$ cat config.mk
export PLATFORM = sky130hd
export DESIGN_NAME = gacs_top
export DESIGN_NICKNAME = d
export VERILOG_FILES = /design/src/gacs_pkg.sv /design/src/gacs_top.sv /design/src/gacs_gain_reg.sv
export SDC_FILE = /design/constraint.sdc
export NUM_CORES = 1
export LEC_CHECK = 0
export BUFFER_PORTS_ARGS = -buffer_cell sky130_fd_sc_hd__buf_4
export CORE_MARGIN = 2
export CORE_UTILIZATION = 53
export CTS_BUF_LIST = sky130_fd_sc_hd__clkbuf_8
export CTS_CLUSTER_DIAMETER = 50
export DETAILED_ROUTE_END_ITERATION = 10
export PLACE_DENSITY = 0.95
export SLEW_MARGIN = 20
export SYNTH_ARGS = -nofsm -noshare
export SYNTH_HDL_FRONTEND = slang
export SYNTH_SLANG_ARGS = --single-unit
$ cat constraint.sdc
create_clock -name clk -period 2.09 [get_ports clk]
set_input_delay 0.1045 -clock clk [delete_from_list [all_inputs] [get_ports clk]]
set_output_delay 0.1045 -clock clk [all_outputs]
set_load 0.02 [all_outputs]
$ cat src/gacs_pkg.sv
// Constants and register layout for the gain adjust and output clock resync block.
// Assumes a single 25 MHz clock; the sampling clock is modelled as a clock-enable.
// How it works
// - New gain applies without recalibration
// - Plus zero and minus zero offsets differ
// - Resync accepted at any moment
// - Hold level set by rate and edge
// - Hold entry may cut a runt pulse
// - Align divider at next falling edge
// - Resume after normal sample-to-clock delay
// - SDR edge bit picks data transition edge
package gacs_pkg;
    // ------------------------------------------------------------
    // Register map
    // ------------------------------------------------------------
    localparam logic [3:0] GAIN_ADDR = 4'h3;
    localparam logic [3:0] OFFSET_ADDR = 4'h2;
    localparam logic [15:0] GAIN_RESET = 16'h807F;
    localparam logic [15:0] OFFSET_RESET = 16'h007F;
    localparam int GAIN_MSB = 15;
    localparam int GAIN_LSB = 7;
    localparam int OFFSET_MSB = 15;
    localparam int OFFSET_LSB = 8;
    localparam int OFFSET_SIGN = 7;
    localparam logic [6:0] LOW_ONES = 7'h7F;
    localparam logic [8:0] GAIN_WIN_LO = 9'h0C0;
    localparam logic [8:0] GAIN_WIN_HI = 9'h1C0;
    // ------------------------------------------------------------
    // Timing, in sampling-clock periods
    // ------------------------------------------------------------
    localparam int SAMPLE_TO_OUTCLOCK_DELAY = 4;
    localparam logic [3:0] SD_CYCLES = 4'(SAMPLE_TO_OUTCLOCK_DELAY);
    localparam int SAMPLE_DIV = 2;
    localparam logic [3:0] SAMPLE_DIV_LAST = 4'(SAMPLE_DIV - 1);
    typedef enum logic [1:0] {GACS_RUN, GACS_HOLD, GACS_ALIGN, GACS_WAIT} gacs_state_e;
endpackage

$ cat src/gacs_top.sv
// Gain adjust registers plus output data clock hold and realignment logic.
// Assumes resync and the sampling clock enables arrive synchronous to clk.
`timescale 1ns/1ps
`default_nettype none
module gacs_top (
    input wire logic clk,
    input wire logic rstn,
    input wire logic wrEn,
    input wire logic [3:0] wrAddr,
    input wire logic [15:0] wrData,
    input wire logic sampleRise,
    input wire logic sampleFall,
    input wire logic outputClockResync,
    input wire logic ddrEnable,
    input wire logic outputEdgeSelectPin,
    input wire logic outputEdgeBit,
    input wire logic extendedMode,
    input wire logic calibrationRunning,
    output logic dataOutputClock,
    output logic dataLaunchEdge,
    output logic outClockHeld,
    output logic resyncDuringCal,
    output logic [8:0] gainAdjust,
    output logic [7:0] offsetMag,
    output logic offsetNeg,
    output logic gainInWindow
);
    gacs_pkg::gacs_state_e state_q, state_d;
    logic [3:0] div_q, div_d;
    logic [3:0] delay_q, delay_d;
    logic clk_q, clk_d;
    logic launch_q;
    logic calFlag_q;
    logic [3:0] riseCount_q;

    // ------------------------------------------------------------
    // Registers
    // ------------------------------------------------------------
    gacs_gain_reg u_regs (
        .clk(clk),
        .rstn(rstn),
        .wrEn(wrEn),
        .wrAddr(wrAddr),
        .wrData(wrData),
        .gainAdjust(gainAdjust),
        .offsetMag(offsetMag),
        .offsetNeg(offsetNeg),
        .gainInWindow(gainInWindow)
    );

    // Edge setting: register bit in extended mode, else pin
    wire logic edgeSel = extendedMode ? outputEdgeBit : outputEdgeSelectPin;
    // Hold level per rate and edge; shared by the sequencer and its checks
    function automatic logic hold_level_f(input logic ddr, input logic edgeRise);
        // DDR parks low; SDR parks opposite its launch edge
        return ddr ? 1'b0 : ~edgeRise;
    endfunction

    // Hold level: DDR idles low, SDR idles opposite its launch edge
    wire logic holdLevel = hold_level_f(ddrEnable, edgeSel);
    wire logic divWrap = (div_q == gacs_pkg::SAMPLE_DIV_LAST);

    // ------------------------------------------------------------
    // Resync sequencer
    // ------------------------------------------------------------
    always_comb begin
        state_d = state_q;
        div_d = div_q;
        delay_d = delay_q;
        clk_d = clk_q;
        case (state_q)
            gacs_pkg::GACS_RUN: begin
                if (sampleRise) begin
                    div_d = divWrap ? 4'h0 : div_q + 4'h1;
                    if (divWrap) begin
                        clk_d = ~clk_q;
                    end
                end
            end
            gacs_pkg::GACS_HOLD: begin
                if (!outputClockResync && sampleRise) begin
                    state_d = gacs_pkg::GACS_ALIGN;
                end
            end
            gacs_pkg::GACS_ALIGN: begin
                if (sampleFall) begin
                    div_d = 4'h0;
                    delay_d = gacs_pkg::SD_CYCLES;
                    state_d = gacs_pkg::GACS_WAIT;
                end
            end
            gacs_pkg::GACS_WAIT: begin
                if (sampleRise) begin
                    delay_d = delay_q - 4'h1;
                    if (delay_q == 4'h1) begin
                        state_d = gacs_pkg::GACS_RUN;
                    end
                end
            end
            default: state_d = gacs_pkg::GACS_HOLD;
        endcase
        // Async entry at any state; may truncate a high phase
        if (outputClockResync) begin
            state_d = gacs_pkg::GACS_HOLD;
        end
        if (state_d != gacs_pkg::GACS_RUN) begin
            clk_d = holdLevel;
        end
    end

    // State update, kept short
    always_ff @(posedge clk) begin
        if (!rstn) begin
            state_q <= gacs_pkg::GACS_RUN;
            div_q <= 4'h0;
            delay_q <= 4'h0;
            clk_q <= 1'b0;
        end else begin
            state_q <= state_d;
            div_q <= div_d;
            delay_q <= delay_d;
            clk_q <= clk_d;
        end
    end

    // Launch edge flag and sticky calibration misuse flag
    always_ff @(posedge clk) begin
        if (!rstn) begin
            launch_q <= 1'b0;
            calFlag_q <= 1'b0;
        end else begin
            launch_q <= ddrEnable | edgeSel;
            calFlag_q <= calFlag_q | (outputClockResync & calibrationRunning);
        end
    end

    assign dataOutputClock = clk_q;
    assign dataLaunchEdge = launch_q;
    assign outClockHeld = (state_q != gacs_pkg::GACS_RUN);
    assign resyncDuringCal = calFlag_q;

    // ------------------------------------------------------------
    // Check helpers
    // ------------------------------------------------------------
    // Sampling rises seen in WAIT since the aligning fall; saturates, never wraps
    always_ff @(posedge clk) begin
        if (!rstn) begin
            riseCount_q <= 4'h0;
        end else if (state_q == gacs_pkg::GACS_ALIGN) begin
            riseCount_q <= 4'h0;
        end else if (state_q == gacs_pkg::GACS_WAIT && sampleRise && riseCount_q != 4'hF) begin
            riseCount_q <= riseCount_q + 4'h1;
        end
    end

    // ------------------------------------------------------------
    // Checks
    // ------------------------------------------------------------
    // Hold entry and hold level
    hold_level_a: assert property (@(posedge clk) disable iff (!rstn)
        outputClockResync ##1 outputClockResync |=> dataOutputClock == $past(holdLevel))
        else $error("clock not at hold level");
    held_level_a: assert property (@(posedge clk) disable iff (!rstn)
        outClockHeld |-> dataOutputClock == $past(hold_level_f(ddrEnable, edgeSel)))
        else $error("held clock off its level");
    hold_entry_a: assert property (@(posedge clk) disable iff (!rstn)
        outputClockResync |=> outClockHeld)
        else $error("resync not obeyed");

    // Release, alignment and resume
    release_a: assert property (@(posedge clk) disable iff (!rstn)
        state_q == gacs_pkg::GACS_HOLD && !outputClockResync && !sampleRise |=> state_q != gacs_pkg::GACS_ALIGN)
        else $error("release off rising edge");
    align_div_a: assert property (@(posedge clk) disable iff (!rstn)
        state_q == gacs_pkg::GACS_ALIGN && sampleFall && !outputClockResync |=> div_q == 4'h0)
        else $error("divider not aligned");
    align_wait_a: assert property (@(posedge clk) disable iff (!rstn)
        state_q == gacs_pkg::GACS_ALIGN && !sampleFall && !outputClockResync |=> state_q == gacs_pkg::GACS_ALIGN)
        else $error("aligned off the falling edge");
    wait_hold_a: assert property (@(posedge clk) disable iff (!rstn)
        state_q == gacs_pkg::GACS_WAIT && !sampleRise && !outputClockResync
        |=> state_q == gacs_pkg::GACS_WAIT && $stable(delay_q))
        else $error("wait count moved off a rise");
    resume_a: assert property (@(posedge clk) disable iff (!rstn)
        state_q == gacs_pkg::GACS_WAIT && delay_q == 4'h1 && sampleRise && !outputClockResync
        |=> !outClockHeld)
        else $error("clock did not resume");
    latency_a: assert property (@(posedge clk) disable iff (!rstn)
        outClockHeld ##1 !outClockHeld |-> riseCount_q == gacs_pkg::SD_CYCLES)
        else $error("resume latency wrong");

    // Free running output clock
    run_free_a: assert property (@(posedge clk) disable iff (!rstn)
        !outClockHeld && !sampleRise && !outputClockResync |=> $stable(dataOutputClock))
        else $error("clock moved off a rise");
    run_toggle_a: assert property (@(posedge clk) disable iff (!rstn)
        !outClockHeld && sampleRise && divWrap && !outputClockResync |=> dataOutputClock != $past(dataOutputClock))
        else $error("clock missed its toggle");

    // Launch edge and calibration misuse flag
    edge_a: assert property (@(posedge clk) disable iff (!rstn)
        !ddrEnable ##1 1'b1 |-> dataLaunchEdge == $past(edgeSel))
        else $error("launch edge wrong");
    ddr_launch_a: assert property (@(posedge clk) disable iff (!rstn)
        ddrEnable ##1 1'b1 |-> dataLaunchEdge)
        else $error("DDR launch flag low");
    cal_flag_a: assert property (@(posedge clk) disable iff (!rstn)
        outputClockResync && calibrationRunning |=> resyncDuringCal)
        else $error("cal misuse not flagged");
    cal_sticky_a: assert property (@(posedge clk) disable iff (!rstn)
        resyncDuringCal |=> resyncDuringCal)
        else $error("cal misuse flag dropped");

    // Main scenarios
    resync_c: cover property (@(posedge clk) disable iff (!rstn) outputClockResync ##1 !outputClockResync);
    resume_c: cover property (@(posedge clk) disable iff (!rstn) outClockHeld ##1 !outClockHeld);
    ddr_c: cover property (@(posedge clk) disable iff (!rstn) ddrEnable && outClockHeld);
    sdr_c: cover property (@(posedge clk) disable iff (!rstn) !ddrEnable && outClockHeld);
endmodule
`default_nettype wire

$ cat src/gacs_gain_reg.sv
// Write-only gain adjust and offset registers of the serial control port.
// Assumes the serial port delivers a one-cycle write strobe with address and data.
`timescale 1ns/1ps
`default_nettype none
module gacs_gain_reg (
    input wire logic clk,
    input wire logic rstn,
    input wire logic wrEn,
    input wire logic [3:0] wrAddr,
    input wire logic [15:0] wrData,
    output logic [8:0] gainAdjust,
    output logic [7:0] offsetMag,
    output logic offsetNeg,
    output logic gainInWindow
);
    logic [15:0] gain_q;
    logic [15:0] offset_q;
    wire logic gainHit = wrEn && (wrAddr == gacs_pkg::GAIN_ADDR);
    wire logic offsetHit = wrEn && (wrAddr == gacs_pkg::OFFSET_ADDR);

    // ------------------------------------------------------------
    // Storage; low bits forced to ones whatever is written
    // ------------------------------------------------------------
    always_ff @(posedge clk) begin
        if (!rstn) begin
            gain_q <= gacs_pkg::GAIN_RESET;
            offset_q <= gacs_pkg::OFFSET_RESET;
        end else begin
            if (gainHit) begin
                gain_q <= {wrData[15:7], gacs_pkg::LOW_ONES};
            end
            if (offsetHit) begin
                offset_q <= {wrData[15:7], gacs_pkg::LOW_ONES};
            end
        end
    end

    // Field decode; sign kept separate so +0 and -0 stay distinct
    assign gainAdjust = gain_q[gacs_pkg::GAIN_MSB:gacs_pkg::GAIN_LSB];
    assign offsetMag = offset_q[gacs_pkg::OFFSET_MSB:gacs_pkg::OFFSET_LSB];
    assign offsetNeg = offset_q[gacs_pkg::OFFSET_SIGN];
    // Advisory only: software owns the window
    assign gainInWindow = (gainAdjust >= gacs_pkg::GAIN_WIN_LO) && (gainAdjust <= gacs_pkg::GAIN_WIN_HI);

    // ------------------------------------------------------------
    // Checks
    // ------------------------------------------------------------
    gain_update_a: assert property (@(posedge clk) disable iff (!rstn)
        gainHit |=> gainAdjust == $past(wrData[15:7]))
        else $error("gain not applied after write");
    gain_low_a: assert property (@(posedge clk) disable iff (!rstn)
        gain_q[6:0] == gacs_pkg::LOW_ONES)
        else $error("gain low bits not ones");
    sign_kept_a: assert property (@(posedge clk) disable iff (!rstn)
        offsetHit |=> offsetNeg == $past(wrData[7]))
        else $error("offset sign lost");
    gain_write_c: cover property (@(posedge clk) disable iff (!rstn) gainHit);
endmodule
`default_nettype wire

# Yosys cells after proc, flatten, opt, wreduce, memory -nomap -nowiden

Index checks and enable logic that the tools add are counted.

Flip-flop bits (word level): 31
Input port bits: 31
Output and inout bits: 23
Word-level logic and storage cells: 62

Add/subtract/negate cells: 2
Magnitude comparators: 2
Equal/unequal tests: 10
Muxes and demuxes: 19
Bitwise logic cells: 5
Reductions and logical operators: 16

Operator list:

| operator            | number |
|---|---|
| $mux 4              | 5 |
| $pmux 4 s2          | 2 |
| $reduce_bool 2->1   | 7 |
| $mux 2              | 5 |
| $ge 9x8->1 const B  | 1 |
| $le 9x9->1 const B  | 1 |
| $reduce_and 3->1    | 3 |
| $eq 4x1->1 const B  | 2 |
| $eq 4x2->1 const B  | 2 |
| $mux 1              | 6 |
| $ne 2x2->1 const B  | 3 |
| $pmux 2 s3          | 1 |
| $add 4x1->4 const B | 1 |
| $eq 2x2->1 const B  | 2 |
| $logic_and 1x1->1   | 4 |
| $sub 4x1->4 const B | 1 |
| $eq 2x1->1 const B  | 1 |
| $logic_not 2->1     | 1 |
| $not 1->1           | 2 |
| $or 1x1->1          | 2 |
| $and 1x1->1         | 1 |
| $logic_not 1->1     | 1 |

# Depth between registers and ports, before layout

Depth after elaboration: 8
Gate-level depth with buffers: 6
Gate-level depth less buffers: 6

# Modules after synthesis

Synthesis repeated with hierarchy kept, for this count alone.

Cells, all modules: 161
Area total of the unflattened synthesis: 1447.6 µm²

Modules (own cells, without submodules):

| module        | instances | cells each | area each (µm²) | sequential area each (µm²) |
|---|---|---|---|---|
| gacs_top      | 1         | 85         | 724.4           | 260.2 |
| gacs_gain_reg | 1         | 76         | 723.2           | 360.3 |

# Worst setup path before layout

OpenSTA, ideal clock, no wires.

Path type: register to output
Start: register u_regs.gain_q[7]
End: output gainInWindow
Data arrival time: 1.542 ns
Data required time: 1.986 ns
Setup slack: 0.443 ns
Stages on the path, launching flop included: 4
Buffers on the path: 0
Cell sequence: dfxtp_1 -> or4_1 -> o311a_1 -> a21oi_1

Word-level cells in the longest chain between the ends: 2
Elaborated cells between the ends (all ways): 3
Those cells by class: 2 x order compare; 1 x reduce/logical

RTL lines:

| element                                  | line                | RTL |
|---|---|---|
| from (decl)                              | gacs_gain_reg.sv:16 | `logic [15:0] gain_q;` |
| from (signal assigned)                   | gacs_gain_reg.sv:26 | `gain_q <= gacs_pkg::GAIN_RESET;` |
| from (signal assigned)                   | gacs_gain_reg.sv:30 | `gain_q <= {wrData[15:7], gacs_pkg::LOW_ONES};` |
| $ge 9x8->1 or $le 9x9->1 (tied branches) | gacs_gain_reg.sv:43 | `assign gainInWindow = (gainAdjust >= gacs_pkg::GAIN_WIN_LO) && (gainAdjust <= gacs_pkg::GAIN_WIN_HI);` |
| $logic_and 1x1->1 *                      | gacs_gain_reg.sv:43 |  |
| to (decl)                                | gacs_top.sv:26      | `output logic gainInWindow` |

Every way passes the cells marked *; elsewhere a longest branch is shown, timed or not.

# Final worst setup path

Same ends and word-level chain as after synthesis.

==> impl_metrics.csv <==
group,metric,value,unit
synthesis,synth_ff_type,"dfxtp_1",
global_routing,grt_max_degree,29,
worst_setup_path,cp.arrival,1.73,ns
sta,maxSlewViolCount,0,
routing,avgViaCountPerCell,5.487,
clock_network,clockBufferDepth,2,
synthesis,synth.area.top_cells,"dfxtp_1 45%, mux2i_1 14%, nor2_1 7.1%",
outcome,run_status,"complete, no violations",
sta,tightest_slew,0.5721,ns
floorplanning,ios,54,
power,p_leak,0.8471,nW
power,finalPower,1.209,mW
floorplanning,start_util,55.61,%
floorplanning,die-area,3023,sq um
worst_setup_path,path_cells,"or4_1, o311a_1, a21oi_1, buf_4",
global_routing,grt_pass1_vias,1194,
power,p_per_area,669.4,nW/um^2
global_routing,antenna_found_initial,0,
final_layout,drive_gt1_share,29.08,%
hold_path,hold_path.class,"input pin to register",
clock_network,cts_resized,0,
synthesis,syn_inst,148,
worst_setup_path,crit_required,1.99,ns
synthesis,yosys.area.top_type,"dfxtp_1",
sta,rsz0062_at_grt,"false",
sta,fin_ws,0.2518,ns
sta,setup_tns,0,ns
clock_network,path_clk_slew,0.06,ns
synthesis,async_flop_share,0,%
synthesis,synthesis.area,1378,sq um
sta,max_freq,0.5440,GHz
synthesis,seq_area_frac_synth,45.05,%
clock_network,numCtsBuffers,5,
routing,drtIter0Drc,24,
placement,dpl.hpwl,2396,um
global_routing,grt.total_usage,23.62,%
clock_network,cts.sinks,31,
sta,finalHoldViolations,0,
worst_setup_path,worstSetupStartpointType,"register",
final_layout,fin_util,72.93,%
synthesis,synth_seq_cells,31,
routing,drt_wl_total,3265,um
clock_network,clock_latency,0.28,ns
floorplanning,fp.dieH,54.98,um
final_layout,area_growth,31.15,%
final_layout,antenna_cells,0,
worst_setup_path,slowest_stage,"or4_1",
placement,place_congestion,0.8605,
worst_setup_path,crit_path_end_kind,"output port",
sta,slew_headroom,61.75,%
synthesis,yosys_warnings,0,
synthesis,synthDistinctLibCells,38,
synthesis,synth.top_cell.area_share,45.05,%
clock_network,cts_tree,"yes",
power,ir_worst_vdd,0.5787,mV
routing,wl_per_cell,14.45,um
clock_network,post-cts-setup-buffers,0,
worst_setup_path,crit_type,"register to output port",
final_layout,nets,230,
synthesis,synth_edf_count,0,
sta,finClkSkew,0.006620,ns
synthesis,syn_avg_cell_area,9.308,sq um
global_routing,grt_pass1_wl,5023,um
floorplanning,die-width,54.98,um
synthesis,post-synth-top-count-cell,"dfxtp_1",
global_routing,grt_overflow,0,
floorplanning,rows,18,
sta,setup_viol,0,
sta,period_minus_slack,1.838,ns
sta,fin_crit_sh,87.95,%
final_layout,nFillCells,182,
routing,ant_nets,0,
placement,io_buffers,46,
placement,post-place-ws,0.5570,ns
synthesis,synth_commonest_cells,"31 x dfxtp_1, 26 x nor2_1, 19 x mux2i_1",
synthesis,syn_nets,183,
clock_network,hold_buffers,0,
worst_setup_path,worstPathMaxFanout,3,
clock_network,htreeDepth,2,
worst_setup_path,slowest_delay,0.53,ns
routing,drc_errors,0,
routing,vias,1240,
floorplanning,core_area,2477,sq um
routing,firstDrtPassIters,4,
flow_run,drv_cap,0,
clock_network,root_buffer,"clkbuf_8",
==> critical path, delay by kind of cell (launching register included) <==
family | cells | cell delay [ns]
AO/OA/AOI/OAI | 2 | 0.44
buffers and inverters | 1 | 0.16
flip-flops | 1 | 0.32
AND/OR/NAND/NOR | 1 | 0.53
==> final cells by class <==
| cell class | count | area (sq um) | share of cell area (%) |
|---|---|---|---|
| flip-flops and latches | 31 | 620.6 | 34.35 |
| clock buffers | 5 | 68.82 | 3.809 |
| well taps | 30 | 37.54 | 2.078 |
| multi-input cells | 103 | 691.9 | 38.30 |
| repair buffers | 46 | 345.3 | 19.11 |
| clock inverters | 3 | 12.51 | 0.6925 |
| inverters | 8 | 30.03 | 1.662 |
==> kinds of logic after synthesis <==
| family | after synthesis | synth area share, % |
|---|---|---|
| AOI/OAI and AO/OA | 26 | 12.90 |
| xor gates and xnor gates | 2 | 1.272 |
| adders and majority gates | 4 | 3.633 |
| buffers and inverters | 14 | 4.722 |
| DFF | 31 | 45.05 |
| muxes | 20 | 14.62 |
| and+or+nand+nor | 51 | 17.80 |
==> stage by stage <==
stage | instances | hold WS (ns) | cell area [sq um]
floorplan | 148 | 0.1664 | 1378
global placement | 218 | 0.3152 | 1725
detailed placement | 218 | 0.3232 | 1725
CTS | 226 | 0.02212 | 1807
global route | 226 | 0.02557 | 1807
finish | 226 | 0.02491 | 1807
==> state kept, by name, indices dropped and copies added, names as in the netlist <==
signal and cells:
dataLaunchEdge 1, dataOutputClock 1, delay_q 4, div_q 4
resyncDuringCal 1, state_q 2, u_regs.gain_q 9, u_regs.offset_q 9
==> report_power, final <==
group          switching [mW]  internal (mW)
combinational          0.0744         0.0730
clock                   0.218          0.223
sequential             0.0152          0.606
==> cell usage in the layout, fill, tap and decap left out, types with 2 or more instances in the layout <==
master and instances:
nand2_1 7, mux2i_1 19, dfxtp_1 31, buf_4 46, inv_2 2, inv_1 8, o311a_1 2, o21ai_0 2
o21ai_1 3, nand3b_1 2, nor2b_1 3, nand3_1 3, ha_1 4, nor2_1 26, or4_1 2, clkbuf_8 5
nor3b_1 3, a21oi_1 8, a211oi_1 2
==> worst paths after layout <==
path	slack, ns	end	start	cells past startpoint
setup / recovery	0.25	gainInWindow	u_regs.gain_q[7]	4
hold / removal	0.02	u_regs.gain_q[15]	rstn	2
setup reg to reg	0.46	dataOutputClock	div_q[0]	5
hold reg to reg	0.47	delay_q[1]	delay_q[1]	2
==> routing by layer <==
metal  vias up  part of all wire [%]  wire (um)  track usage (%)
met1       571                    40       1298            25.83
met4         0                   2.0         65            8.943
met5         -                     0          0                0
met2        45                    53       1737            42.06
met3         9                   5.0        163            7.796
li1        615                     -          -                -
Power figures use the tool's default switching activity.
